### src/gism_params.svh
// register map and field constants for the interrupt status and mask block
// assumes an i2c slave outside presents byte-wide register reads and writes
`ifndef GISM_PARAMS_SVH
`define GISM_PARAMS_SVH
`define GISM_ADDR_ICR_MSB     8'h10
`define GISM_ADDR_ICR_LSB     8'h11
`define GISM_ADDR_SEN_MSB     8'h12
`define GISM_ADDR_SEN_LSB     8'h13
`define GISM_ADDR_SST_MSB     8'h14
`define GISM_ADDR_SST_LSB     8'h15
`define GISM_ADDR_PEN_HIGH    8'h16
`define GISM_ADDR_PEN_MID     8'h17
`define GISM_ADDR_PEN_LOW     8'h18
`define GISM_ADDR_PST_HIGH    8'h19
`define GISM_ADDR_PST_MID     8'h1A
`define GISM_ADDR_PST_LOW     8'h1B
`define GISM_SRC_WIDTH        9
`define GISM_PIN_WIDTH        24
`define GISM_GPIO_SUMMARY_BIT 8
`define GISM_ICR_GLOBAL_BIT   0
`define GISM_ICR_TYPE_BIT     1
`define GISM_ICR_POL_BIT      2
`define GISM_RESET_BYTE       8'h00
`define GISM_RESET_SRC        9'h000
`define GISM_RESET_PIN        24'h000000
`define GISM_RESET_ICR        3'h0
`define GISM_PULSE_NS         250
`define GISM_CLK_NS           20
`define GISM_PULSE_CYCLES     ((`GISM_PULSE_NS + `GISM_CLK_NS - 1) / `GISM_CLK_NS)
`endif

### src/gism_pkg.sv
// types shared by the interrupt status and mask block
// assumes gism_params.svh for widths
`include "gism_params.svh"
package gism_pkg;
    typedef struct packed {
        logic       wr;
        logic       rd;
        logic [7:0] addr;
        logic [7:0] wdata;
    } gism_reg_req_type;

    typedef struct packed {
        logic                        wakeup;
        logic [1:0]                  keypad;
        logic                        rotator;
        logic                        rotator_overflow;
        logic [2:0]                  pwm;
        logic [`GISM_PIN_WIDTH-1:0]  gpio_pin;
    } gism_events_type;
endpackage

### src/gism_w1c_bank.sv
// sticky event bits cleared by writing one, set having priority over clear
// assumes events and clear strobes are on sys_clk
`timescale 1ns/1ns
`include "gism_params.svh"
module gism_w1c_bank #(
    parameter int WIDTH = 8
) (
    input  wire logic             sys_clk,
    input  wire logic             reset,
    input  wire logic [WIDTH-1:0] set_bits,
    input  wire logic [WIDTH-1:0] clear_bits,
    output logic      [WIDTH-1:0] status_q
);
    // an event in the clearing cycle survives the clear
    always_ff @(posedge sys_clk) begin
        if (reset) begin
            status_q <= '0;
        end else begin
            status_q <= (status_q & ~clear_bits) | set_bits;
        end
    end
endmodule // gism_w1c_bank

### src/gism_irq_ctrl.sv
// What this block does
// - source bits: wakeup, keypad, rotator, pwm, gpio
// - write one clears source bit
// - 24 per-pin interrupt enable bits
// - enable one forwards pin, zero blocks
// - pin enables split high, mid, low bytes
// - 24 per-pin status bits record events
// - pin status sets regardless of enable
// - pin status uses same byte split
// - source status sets regardless of enable
// - write one clears pin status bit
// - global enable gates host interrupt
//
// register file of the port expander interrupt controller, byte wide
// assumes an outside i2c slave issues one-cycle rd/wr strobes with address
`timescale 1ns/1ns
`include "gism_params.svh"
module gism_irq_ctrl (
    input  wire logic                       sys_clk,
    input  wire logic                       reset,
    input  wire gism_pkg::gism_reg_req_type reg_req,
    input  wire gism_pkg::gism_events_type  events,
    output logic [7:0]                      rdata_q,
    output logic                            rvalid_q,
    output logic                            irq_q,
    output logic                            irq_oe_q
);
    logic [`GISM_SRC_WIDTH-1:0] src_enable_q;
    logic [`GISM_PIN_WIDTH-1:0] pin_enable_q;
    logic [2:0]                 icr_q;
    logic [`GISM_SRC_WIDTH-1:0] src_status;
    logic [`GISM_PIN_WIDTH-1:0] pin_status;
    logic [`GISM_SRC_WIDTH-1:0] src_set;
    logic [`GISM_SRC_WIDTH-1:0] src_clear;
    logic [`GISM_PIN_WIDTH-1:0] pin_clear;
    logic                       request;
    logic                       request_q;
    logic [3:0]                 pulse_cnt_q;
    logic [7:0]                 rdata_d;
    logic                       wr;

    assign wr = reg_req.wr;

    // summary bit sets while any enabled pin is pending and holds until cleared by writing one
    always_comb begin
        src_set = {|(pin_status & pin_enable_q), events.pwm,
                   events.rotator_overflow, events.rotator,
                   events.keypad, events.wakeup};
    end

    always_comb begin
        src_clear = '0;
        pin_clear = '0;
        if (wr && reg_req.addr == `GISM_ADDR_SST_MSB)
            src_clear[`GISM_GPIO_SUMMARY_BIT] = reg_req.wdata[0];
        if (wr && reg_req.addr == `GISM_ADDR_SST_LSB)
            src_clear[7:0] = reg_req.wdata;
        if (wr && reg_req.addr == `GISM_ADDR_PST_HIGH)
            pin_clear[23:16] = reg_req.wdata;
        if (wr && reg_req.addr == `GISM_ADDR_PST_MID)
            pin_clear[15:8] = reg_req.wdata;
        if (wr && reg_req.addr == `GISM_ADDR_PST_LOW)
            pin_clear[7:0] = reg_req.wdata;
    end

    gism_w1c_bank #(.WIDTH(`GISM_SRC_WIDTH)) u_src_bank (
        .sys_clk    (sys_clk),
        .reset      (reset),
        .set_bits   (src_set),
        .clear_bits (src_clear),
        .status_q   (src_status)
    );

    gism_w1c_bank #(.WIDTH(`GISM_PIN_WIDTH)) u_pin_bank (
        .sys_clk    (sys_clk),
        .reset      (reset),
        .set_bits   (events.gpio_pin),
        .clear_bits (pin_clear),
        .status_q   (pin_status)
    );

    always_ff @(posedge sys_clk) begin
        if (reset) begin
            icr_q <= `GISM_RESET_ICR;
        end else if (wr && reg_req.addr == `GISM_ADDR_ICR_LSB) begin
            icr_q <= reg_req.wdata[2:0];
        end
    end

    always_ff @(posedge sys_clk) begin
        if (reset) begin
            src_enable_q <= `GISM_RESET_SRC;
        end else if (wr && reg_req.addr == `GISM_ADDR_SEN_MSB) begin
            src_enable_q[`GISM_GPIO_SUMMARY_BIT] <= reg_req.wdata[0];
        end else if (wr && reg_req.addr == `GISM_ADDR_SEN_LSB) begin
            src_enable_q[7:0] <= reg_req.wdata;
        end
    end

    always_ff @(posedge sys_clk) begin
        if (reset) begin
            pin_enable_q <= `GISM_RESET_PIN;
        end else if (wr) begin
            if (reg_req.addr == `GISM_ADDR_PEN_HIGH)
                pin_enable_q[23:16] <= reg_req.wdata;
            if (reg_req.addr == `GISM_ADDR_PEN_MID)
                pin_enable_q[15:8] <= reg_req.wdata;
            if (reg_req.addr == `GISM_ADDR_PEN_LOW)
                pin_enable_q[7:0] <= reg_req.wdata;
        end
    end

    // unmapped addresses and reserved bits read as zero
    always_comb begin
        rdata_d = `GISM_RESET_BYTE;
        unique case (reg_req.addr)
            `GISM_ADDR_ICR_LSB:  rdata_d = {5'h00, icr_q};
            `GISM_ADDR_SEN_MSB:  rdata_d = {7'h00, src_enable_q[8]};
            `GISM_ADDR_SEN_LSB:  rdata_d = src_enable_q[7:0];
            `GISM_ADDR_SST_MSB:  rdata_d = {7'h00, src_status[8]};
            `GISM_ADDR_SST_LSB:  rdata_d = src_status[7:0];
            `GISM_ADDR_PEN_HIGH: rdata_d = pin_enable_q[23:16];
            `GISM_ADDR_PEN_MID:  rdata_d = pin_enable_q[15:8];
            `GISM_ADDR_PEN_LOW:  rdata_d = pin_enable_q[7:0];
            `GISM_ADDR_PST_HIGH: rdata_d = pin_status[23:16];
            `GISM_ADDR_PST_MID:  rdata_d = pin_status[15:8];
            `GISM_ADDR_PST_LOW:  rdata_d = pin_status[7:0];
            default:             rdata_d = `GISM_RESET_BYTE;
        endcase
    end

    always_ff @(posedge sys_clk) begin
        if (reset) begin
            rdata_q  <= `GISM_RESET_BYTE;
            rvalid_q <= 1'b0;
        end else begin
            rdata_q  <= reg_req.rd ? rdata_d : rdata_q;
            rvalid_q <= reg_req.rd;
        end
    end

    assign request = icr_q[`GISM_ICR_GLOBAL_BIT] & |(src_status & src_enable_q);

    // edge mode gives a fixed pulse on each rising request; level mode follows it
    always_ff @(posedge sys_clk) begin
        if (reset) begin
            request_q   <= 1'b0;
            pulse_cnt_q <= 4'h0;
        end else begin
            request_q <= request;
            if (request && !request_q)
                // the rising cycle itself is the first cycle of the pulse
                pulse_cnt_q <= 4'(`GISM_PULSE_CYCLES - 1);
            else if (pulse_cnt_q != 4'h0)
                pulse_cnt_q <= pulse_cnt_q - 4'h1;
        end
    end

    // irq_q is the active-high request in level polarity terms; irq_oe_q drives the open-drain pin
    always_ff @(posedge sys_clk) begin
        if (reset) begin
            irq_q    <= 1'b0;
            irq_oe_q <= 1'b0;
        end else begin
            irq_q <= icr_q[`GISM_ICR_TYPE_BIT] ? (pulse_cnt_q != 4'h0 || (request && !request_q))
                                               : request;
            irq_oe_q <= icr_q[`GISM_ICR_TYPE_BIT]
                        ? ((pulse_cnt_q != 4'h0 || (request && !request_q))
                           ^ icr_q[`GISM_ICR_POL_BIT])
                        : (request ^ icr_q[`GISM_ICR_POL_BIT]);
        end
    end
endmodule // gism_irq_ctrl

### config.mk
export PLATFORM = sky130hd
export DESIGN_NAME = gism_irq_ctrl
export DESIGN_NICKNAME = d
export VERILOG_FILES = /design/src/gism_pkg.sv /design/src/gism_w1c_bank.sv /design/src/gism_irq_ctrl.sv
export VERILOG_INCLUDE_DIRS = /design/src /design/src/src
export SDC_FILE = /design/constraint.sdc
export NUM_CORES = 1
export LEC_CHECK = 0
export BUFFER_PORTS_ARGS = -buffer_cell sky130_fd_sc_hd__buf_2
export CAP_MARGIN = 5
export CORE_ASPECT_RATIO = 1.1
export CORE_UTILIZATION = 40
export DETAILED_ROUTE_END_ITERATION = 12
export SETUP_SLACK_MARGIN = 0.3
export SYNTH_ARGS = -nofsm -noshare
export SYNTH_HDL_FRONTEND = slang
export SYNTH_SLANG_ARGS = --single-unit
### constraint.sdc
create_clock -name sys_clk -period 4.7 [get_ports sys_clk]
set_clock_uncertainty 0.2 [all_clocks]
set_input_delay 0.235 -clock sys_clk [delete_from_list [all_inputs] [get_ports sys_clk]]
set_output_delay 0.235 -clock sys_clk [all_outputs]
set_load 0.01 [all_outputs]
-- After elaboration in Yosys (flattened, before gate mapping)
Cells that the tools add are included.
W data, S select, Z words.
- equality and inequality tests: 11
- add/sub/neg operators: 1
- $lt $le $gt $ge: 0
- reductions and logical operators: 20
- bitwise gates (word level): 12
- multiply operators: 0
- multiplexer cells: 10
- shift-type cells: 0
- divide/modulo/power cells: 0
- operator list (operator ; count):
    $eq A8 B5 Y1 const B ; 11
    $pmux W8 S11 ; 1
    $and A24 B24 Y24 ; 2
    $mux W8 ; 4
    $not A24 Y24 ; 1
    $or A24 B24 Y24 ; 1
    $reduce_or A24 Y1 ; 1
    $and A9 B9 Y9 ; 2
    $logic_and A1 B1 Y1 ; 9
    $not A9 Y9 ; 1
    $or A9 B9 Y9 ; 1
    $reduce_or A9 Y1 ; 1
    $mux W4 ; 2
    $reduce_and A2 Y1 ; 4
    $reduce_bool A4 Y1 ; 1
    $sub A4 B1 Y4 const B ; 1
    $mux W1 ; 3
    $reduce_bool A2 Y1 ; 1
    $reduce_or A2 Y1 ; 1
    $xor A1 B1 Y1 ; 2
    $and A1 B1 Y1 ; 1
    $logic_not A1 Y1 ; 1
    $logic_or A1 B1 Y1 ; 1
    $not A1 Y1 ; 1
- memories kept: 0
- bits in read-only memories: 0
- bits in writable memories: 0
- flip-flop bits (word level): 85
- bits in latches: 0
- output and inout bits: 11

-- Depth between registers and ports, before layout
- word-level depth: 7
- depth in mapped cells: 7
- gate-level depth less buffers: 5

-- By module
Synthesis repeated with hierarchy kept, for this count alone.
- cell total of the unflattened synthesis: 497
- area total of the unflattened synthesis: 4374.2 µm²
- by module, submodules not included (module ; cells an instance ; times used ; seq. area each (µm²) ; area an instance (µm²)):
    gism_irq_ctrl ; 362 ; 1 ; 1041.0 ; 3083.0
    gism_w1c_bank (u_pin_bank) ; 98 ; 1 ; 480.5 ; 863.3
    gism_w1c_bank (u_src_bank) ; 37 ; 1 ; 180.2 ; 427.9

-- Worst setup path after synthesis
OpenSTA, ideal clock, no wires.
- kind: input -> register
- start: input port reg_req[13] (netlist name)
- end: register rdata_q[1]
- arrival time: 1.488 ns
- stages on the path: 5
- setup slack: 2.924 ns
- buffers on the path: 1
- cells stage by stage: or4b_1 > buf_6 > nor4_4 > nor2_1 > a311oi_2
- cells in the longest elaborated chain, start to end: 2
- elaborated cells on any way between the ends: 12
- ends and longest elaborated chain (item ; line ; text):
    start: declaration ; gism_irq_ctrl.sv:21 ; input wire gism_pkg::gism_reg_req_type reg_req,
    $eq A8 B5 Y1 ; gism_irq_ctrl.sv:116 ; unique case (reg_req.addr)
    $pmux W8 S11 (*) ; gism_irq_ctrl.sv:116 ;
    end signal: assignment ; gism_irq_ctrl.sv:134 ; rdata_q <= `GISM_RESET_BYTE;
    end signal: assignment ; gism_irq_ctrl.sv:137 ; rdata_q <= reg_req.rd ? rdata_d : rdata_q;
    end: declaration ; gism_irq_ctrl.sv:23 ; output logic [7:0] rdata_q,
Every way passes the cells marked *; elsewhere a longest branch is shown, timed or not.
A chain may end at the register's enable or synchronous reset.

-- Worst setup path in the final report
- start: input port reg_req[9] (netlist name)
- end: register src_enable_q[7]
- cells in the longest elaborated chain, start to end: 4
- elaborated cells on any way between the ends: 6
- ends and longest elaborated chain (item ; line ; text):
    $eq A8 B5 Y1 ; - ;
    $logic_and A1 B1 Y1 (no source line) ; - ;
    $not A1 Y1 (no source line) ; - ;
    $reduce_and A2 Y1 (no source line) (*) ; - ;
    end signal: assignment ; gism_irq_ctrl.sv:92 ; src_enable_q <= `GISM_RESET_SRC;
    end signal: indexed assignment ; gism_irq_ctrl.sv:94 ; src_enable_q[`GISM_GPIO_SUMMARY_BIT] <= reg_req.wdata[0];
    end signal: assignment ; gism_irq_ctrl.sv:96 ; src_enable_q[7:0] <= reg_req.wdata;
    end: declaration ; gism_irq_ctrl.sv:28 ; logic [`GISM_SRC_WIDTH-1:0] src_enable_q;
Marked as above.

==> results.cfg <==
[global_routing]
global_route.overflow_total = 0
maximum_number_of_pins_on_one_net_before_global_route_repair = 45
grt_antenna_before_repair = 0
global_route.usage.total_pct = 24.5
grt_pass1_wl_mm = 19.8
grt_pass1_vias = 3636

[sta]
period_share_pct = 48.8
maxClockFrequency_mhz = 436
setup_total_negative_slack_ps = 0
max_slew.worst_pin.slew_ps = 882
maxSlewHeadroom_pct = 40.9
grt_setup_unrepaired = false
final_hold_viol_count = 0
post-route-min-period_ps = 2290
timing.final.setup_violations = 0
maxSlewViolCount = 0

[critical_path]
timing.critical_path.from = reg_req[9]
timing.critical_path.to_type = flip-flop
worstPathMaxFanout = 35
worst_setup_path_endpoint = src_enable_q[7]
worstSetupStartpointType = primary input
startpoint_to_endpoint_class_of_the_critical_path = in -> reg
rr_endpoint = irq_oe_q
launch_point_of_the_worst_reg_to_reg_path = u_src_bank.status_q[5]
ff2ff_path_depth = 4
critical_path_required_ps = 4730
r2r_slack_ps = 2730
crit_path_dat_ps = 2320

[layout]
layout-drive-gt1-share_pct = 19.6
diodes = 0
final_util_pct = 49.9
nNetsFinal = 580
syn_to_final_growth_pct = 20.0

[route]
detailedRoute.firstIterationViolations = 315
num_vias = 3881
vias_per_cell = 5.97
routed_wirelength_mm = 12.6
drt_pass1_iterations = 5
drc = 0
post_drt_wl_per_cell_microns = 19.4
ant_nets = 0

[die]
starting_density_of_the_core_pct = 41.6
io_pins = 63
floorplan.core_area_sq_um = 9940
core.rowCount = 38
floorplan.die.width_microns = 98.9
die_h_microns = 109
fp.dieArea_sq_um = 10700

[clock_tree]
ctsRootBufferMaster = clkbuf_8
clk-insertion-delay-late_ps = 360
clockBufferDepth = 2
clkTransAtPathRegs_ps = 80
htree_num_levels = 3
cts.sinks = 85
cts-resized-gates = 0
tritoncts = built
tritoncts.num_buffers = 9

[logic_synthesis]
synthesis.yosys.warnings = 0
yosys.cell_types.count = 50
synth_enable_flop_cells = 0
ys_seq_area_share_pct = 41.1
synth_seq_cells = 85
synth_largest_area_cell = dfxtp_1
yosys-top-cells-count = dfxtp_1 (85), nor2_1 (78), a21oi_1 (41)
post-synth-top-count-cell = dfxtp_1
syn-cell-area_sq_um = 4140
post_synth_inst_count = 458
post_synth.cell_area_avg_sq_um = 9.03
synth_top_area_share_pct = 41.1
syn_nets = 512
ys.flop_type = dfxtp_1
asyncSetResetFlopFracSynth_pct = 0
post_synth_main_area_contributors = dfxtp_1 (41%), mux2i_1 (9.2%), nor2_1 (7.1%)

[pwr]
finalPower_mw = 1.54
pwr_density_cell_nw_per_um2 = 309
peakVddDrop_uv = 131
leakage_power_nw = 2.01

[run]
number_of_max_cap_violations = 0

[place]
portBuffers = 62
gp_congestion = 0.889
hpwl_after_detailed_placement_mm = 8.88

[outcome]
outcome = finished, final reports clean

[worst_hold_path]
holdCritPathClass = in -> reg
-- layer usage --
metal	vias up	global-route usage, %	wire length (microns)
li1	1824	-	-
met1	1824	30.7	5240
met5	-	0	0
met2	198	40.4	5940
met3	35	4.74	983
met4	0	12.2	442
-- report_power, final --
part | switching, mW | internal [mW]
Clock | 0.253 | 0.273
Combinational | 0.123 | 0.0992
Sequential | 0.0321 | 0.755
Total | 0.408 | 1.13
-- critical path, stage by stage --
cell and delay [ps]:
buf_2 570, and3_1 590, nand3_1 540, mux2i_1 310, nor2_1 70
-- worst min path at each step --
| stage | startpoint | to | slack [ps] | cells after the start |
|---|---|---|---|---|
| 2_1_floorplan | events[0] | u_pin_bank.status_q[0] | 150 | 2 |
| 3_3_place_gp | events[5] | u_pin_bank.status_q[5] | 240 | 3 |
| 3_5_place_dp | events[28] | u_src_bank.status_q[3] | 250 | 3 |
| 4_1_cts | reg_req[16] | rvalid_q | 20 | 2 |
| 5_1_grt | reg_req[16] | rvalid_q | 40 | 2 |
| 6_report | reg_req[16] | rvalid_q | 20 | 2 |
-- cell usage in the layout (no fill, tap or decap), types with 2 or more instances in the layout --
| cell type | netlist | final |
|---|---|---|
| dfxtp_1 | 85 | 85 |
| nor2b_1 | 11 | 11 |
| dlygate4sd3_1 | 0 | 32 |
| ha_1 | 2 | 2 |
| o32a_1 | 3 | 3 |
| nor2_1 | 78 | 78 |
| mux4_2 | 3 | 3 |
| buf_2 | 12 | 62 |
| nor4b_4 | 2 | 2 |
| o21ai_0 | 2 | 2 |
| nand2_1 | 8 | 8 |
| mux2i_1 | 38 | 38 |
| nand4_1 | 37 | 37 |
| o21ai_1 | 4 | 4 |
| nor3b_1 | 3 | 3 |
| nand3b_1 | 3 | 3 |
| a22oi_1 | 21 | 21 |
| mux2_2 | 16 | 16 |
| a31oi_1 | 2 | 2 |
| a21oi_1 | 41 | 41 |
| buf_4 | 0 | 4 |
| nand3_1 | 8 | 8 |
| nor3_1 | 3 | 3 |
| and3_1 | 4 | 4 |
| and3b_1 | 3 | 3 |
| clkbuf_1 | 24 | 3 |
| inv_1 | 4 | 4 |
| o21bai_1 | 2 | 2 |
| and2_1 | 3 | 3 |
| a22o_1 | 6 | 6 |
| a32oi_1 | 6 | 6 |
| clkbuf_8 | 0 | 11 |
-- stage by stage --
stage	hold slack, ps	setup slack, ps	instance area [sq um]	std cells
finish	19.0	2410	4960	650
global route	37.6	2300	4960	650
CTS	17.1	2510	4960	650
detailed placement	247	2120	4450	603
global placement	239	2160	4450	603
floorplan	152	2920	4140	458
-- timing repair --
item                      4_1_cts  5_1_grt
hold endpoints to repair       32        0
setup buffers                   0        0
hold buffers                   32        0
-- layout make-up --
cell class / instances / area (sq um)
Fill cell: 949 / 4970
Multi-Input combinational cell: 328 / 2240
Sequential cell: 85 / 1700
Timing Repair Buffer: 98 / 661
Clock buffer: 14 / 163
Tap cell: 120 / 150
Clock inverter: 1 / 30.0
Inverter: 4 / 15.0
-- cells by family (layout without fill, tap and decap cells) --
family,Yosys count,after routing,share of synthesized area [%]
and+or+nand+nor,171,171,22.4
AOI/OAI and AO/OA,96,96,15.6
DFF,85,85,41.1
muxes,57,57,15.2
buffers and inverters,45,117,4.63
adders and majority gates,2,2,0.605
xor gates and xnor gates,2,2,0.424
-- sequential cells by signal, summed over array words and instances (netlist names) --
name	flops
pulse_cnt_q	4
pin_enable_q	24
rvalid_q	1
request_q	1
irq_q	1
irq_oe_q	1
rdata_q	8
u_src_bank.status_q	9
u_pin_bank.status_q	24
src_enable_q	9
icr_q	3
Note: power is estimated with default switching activity, not from simulation.
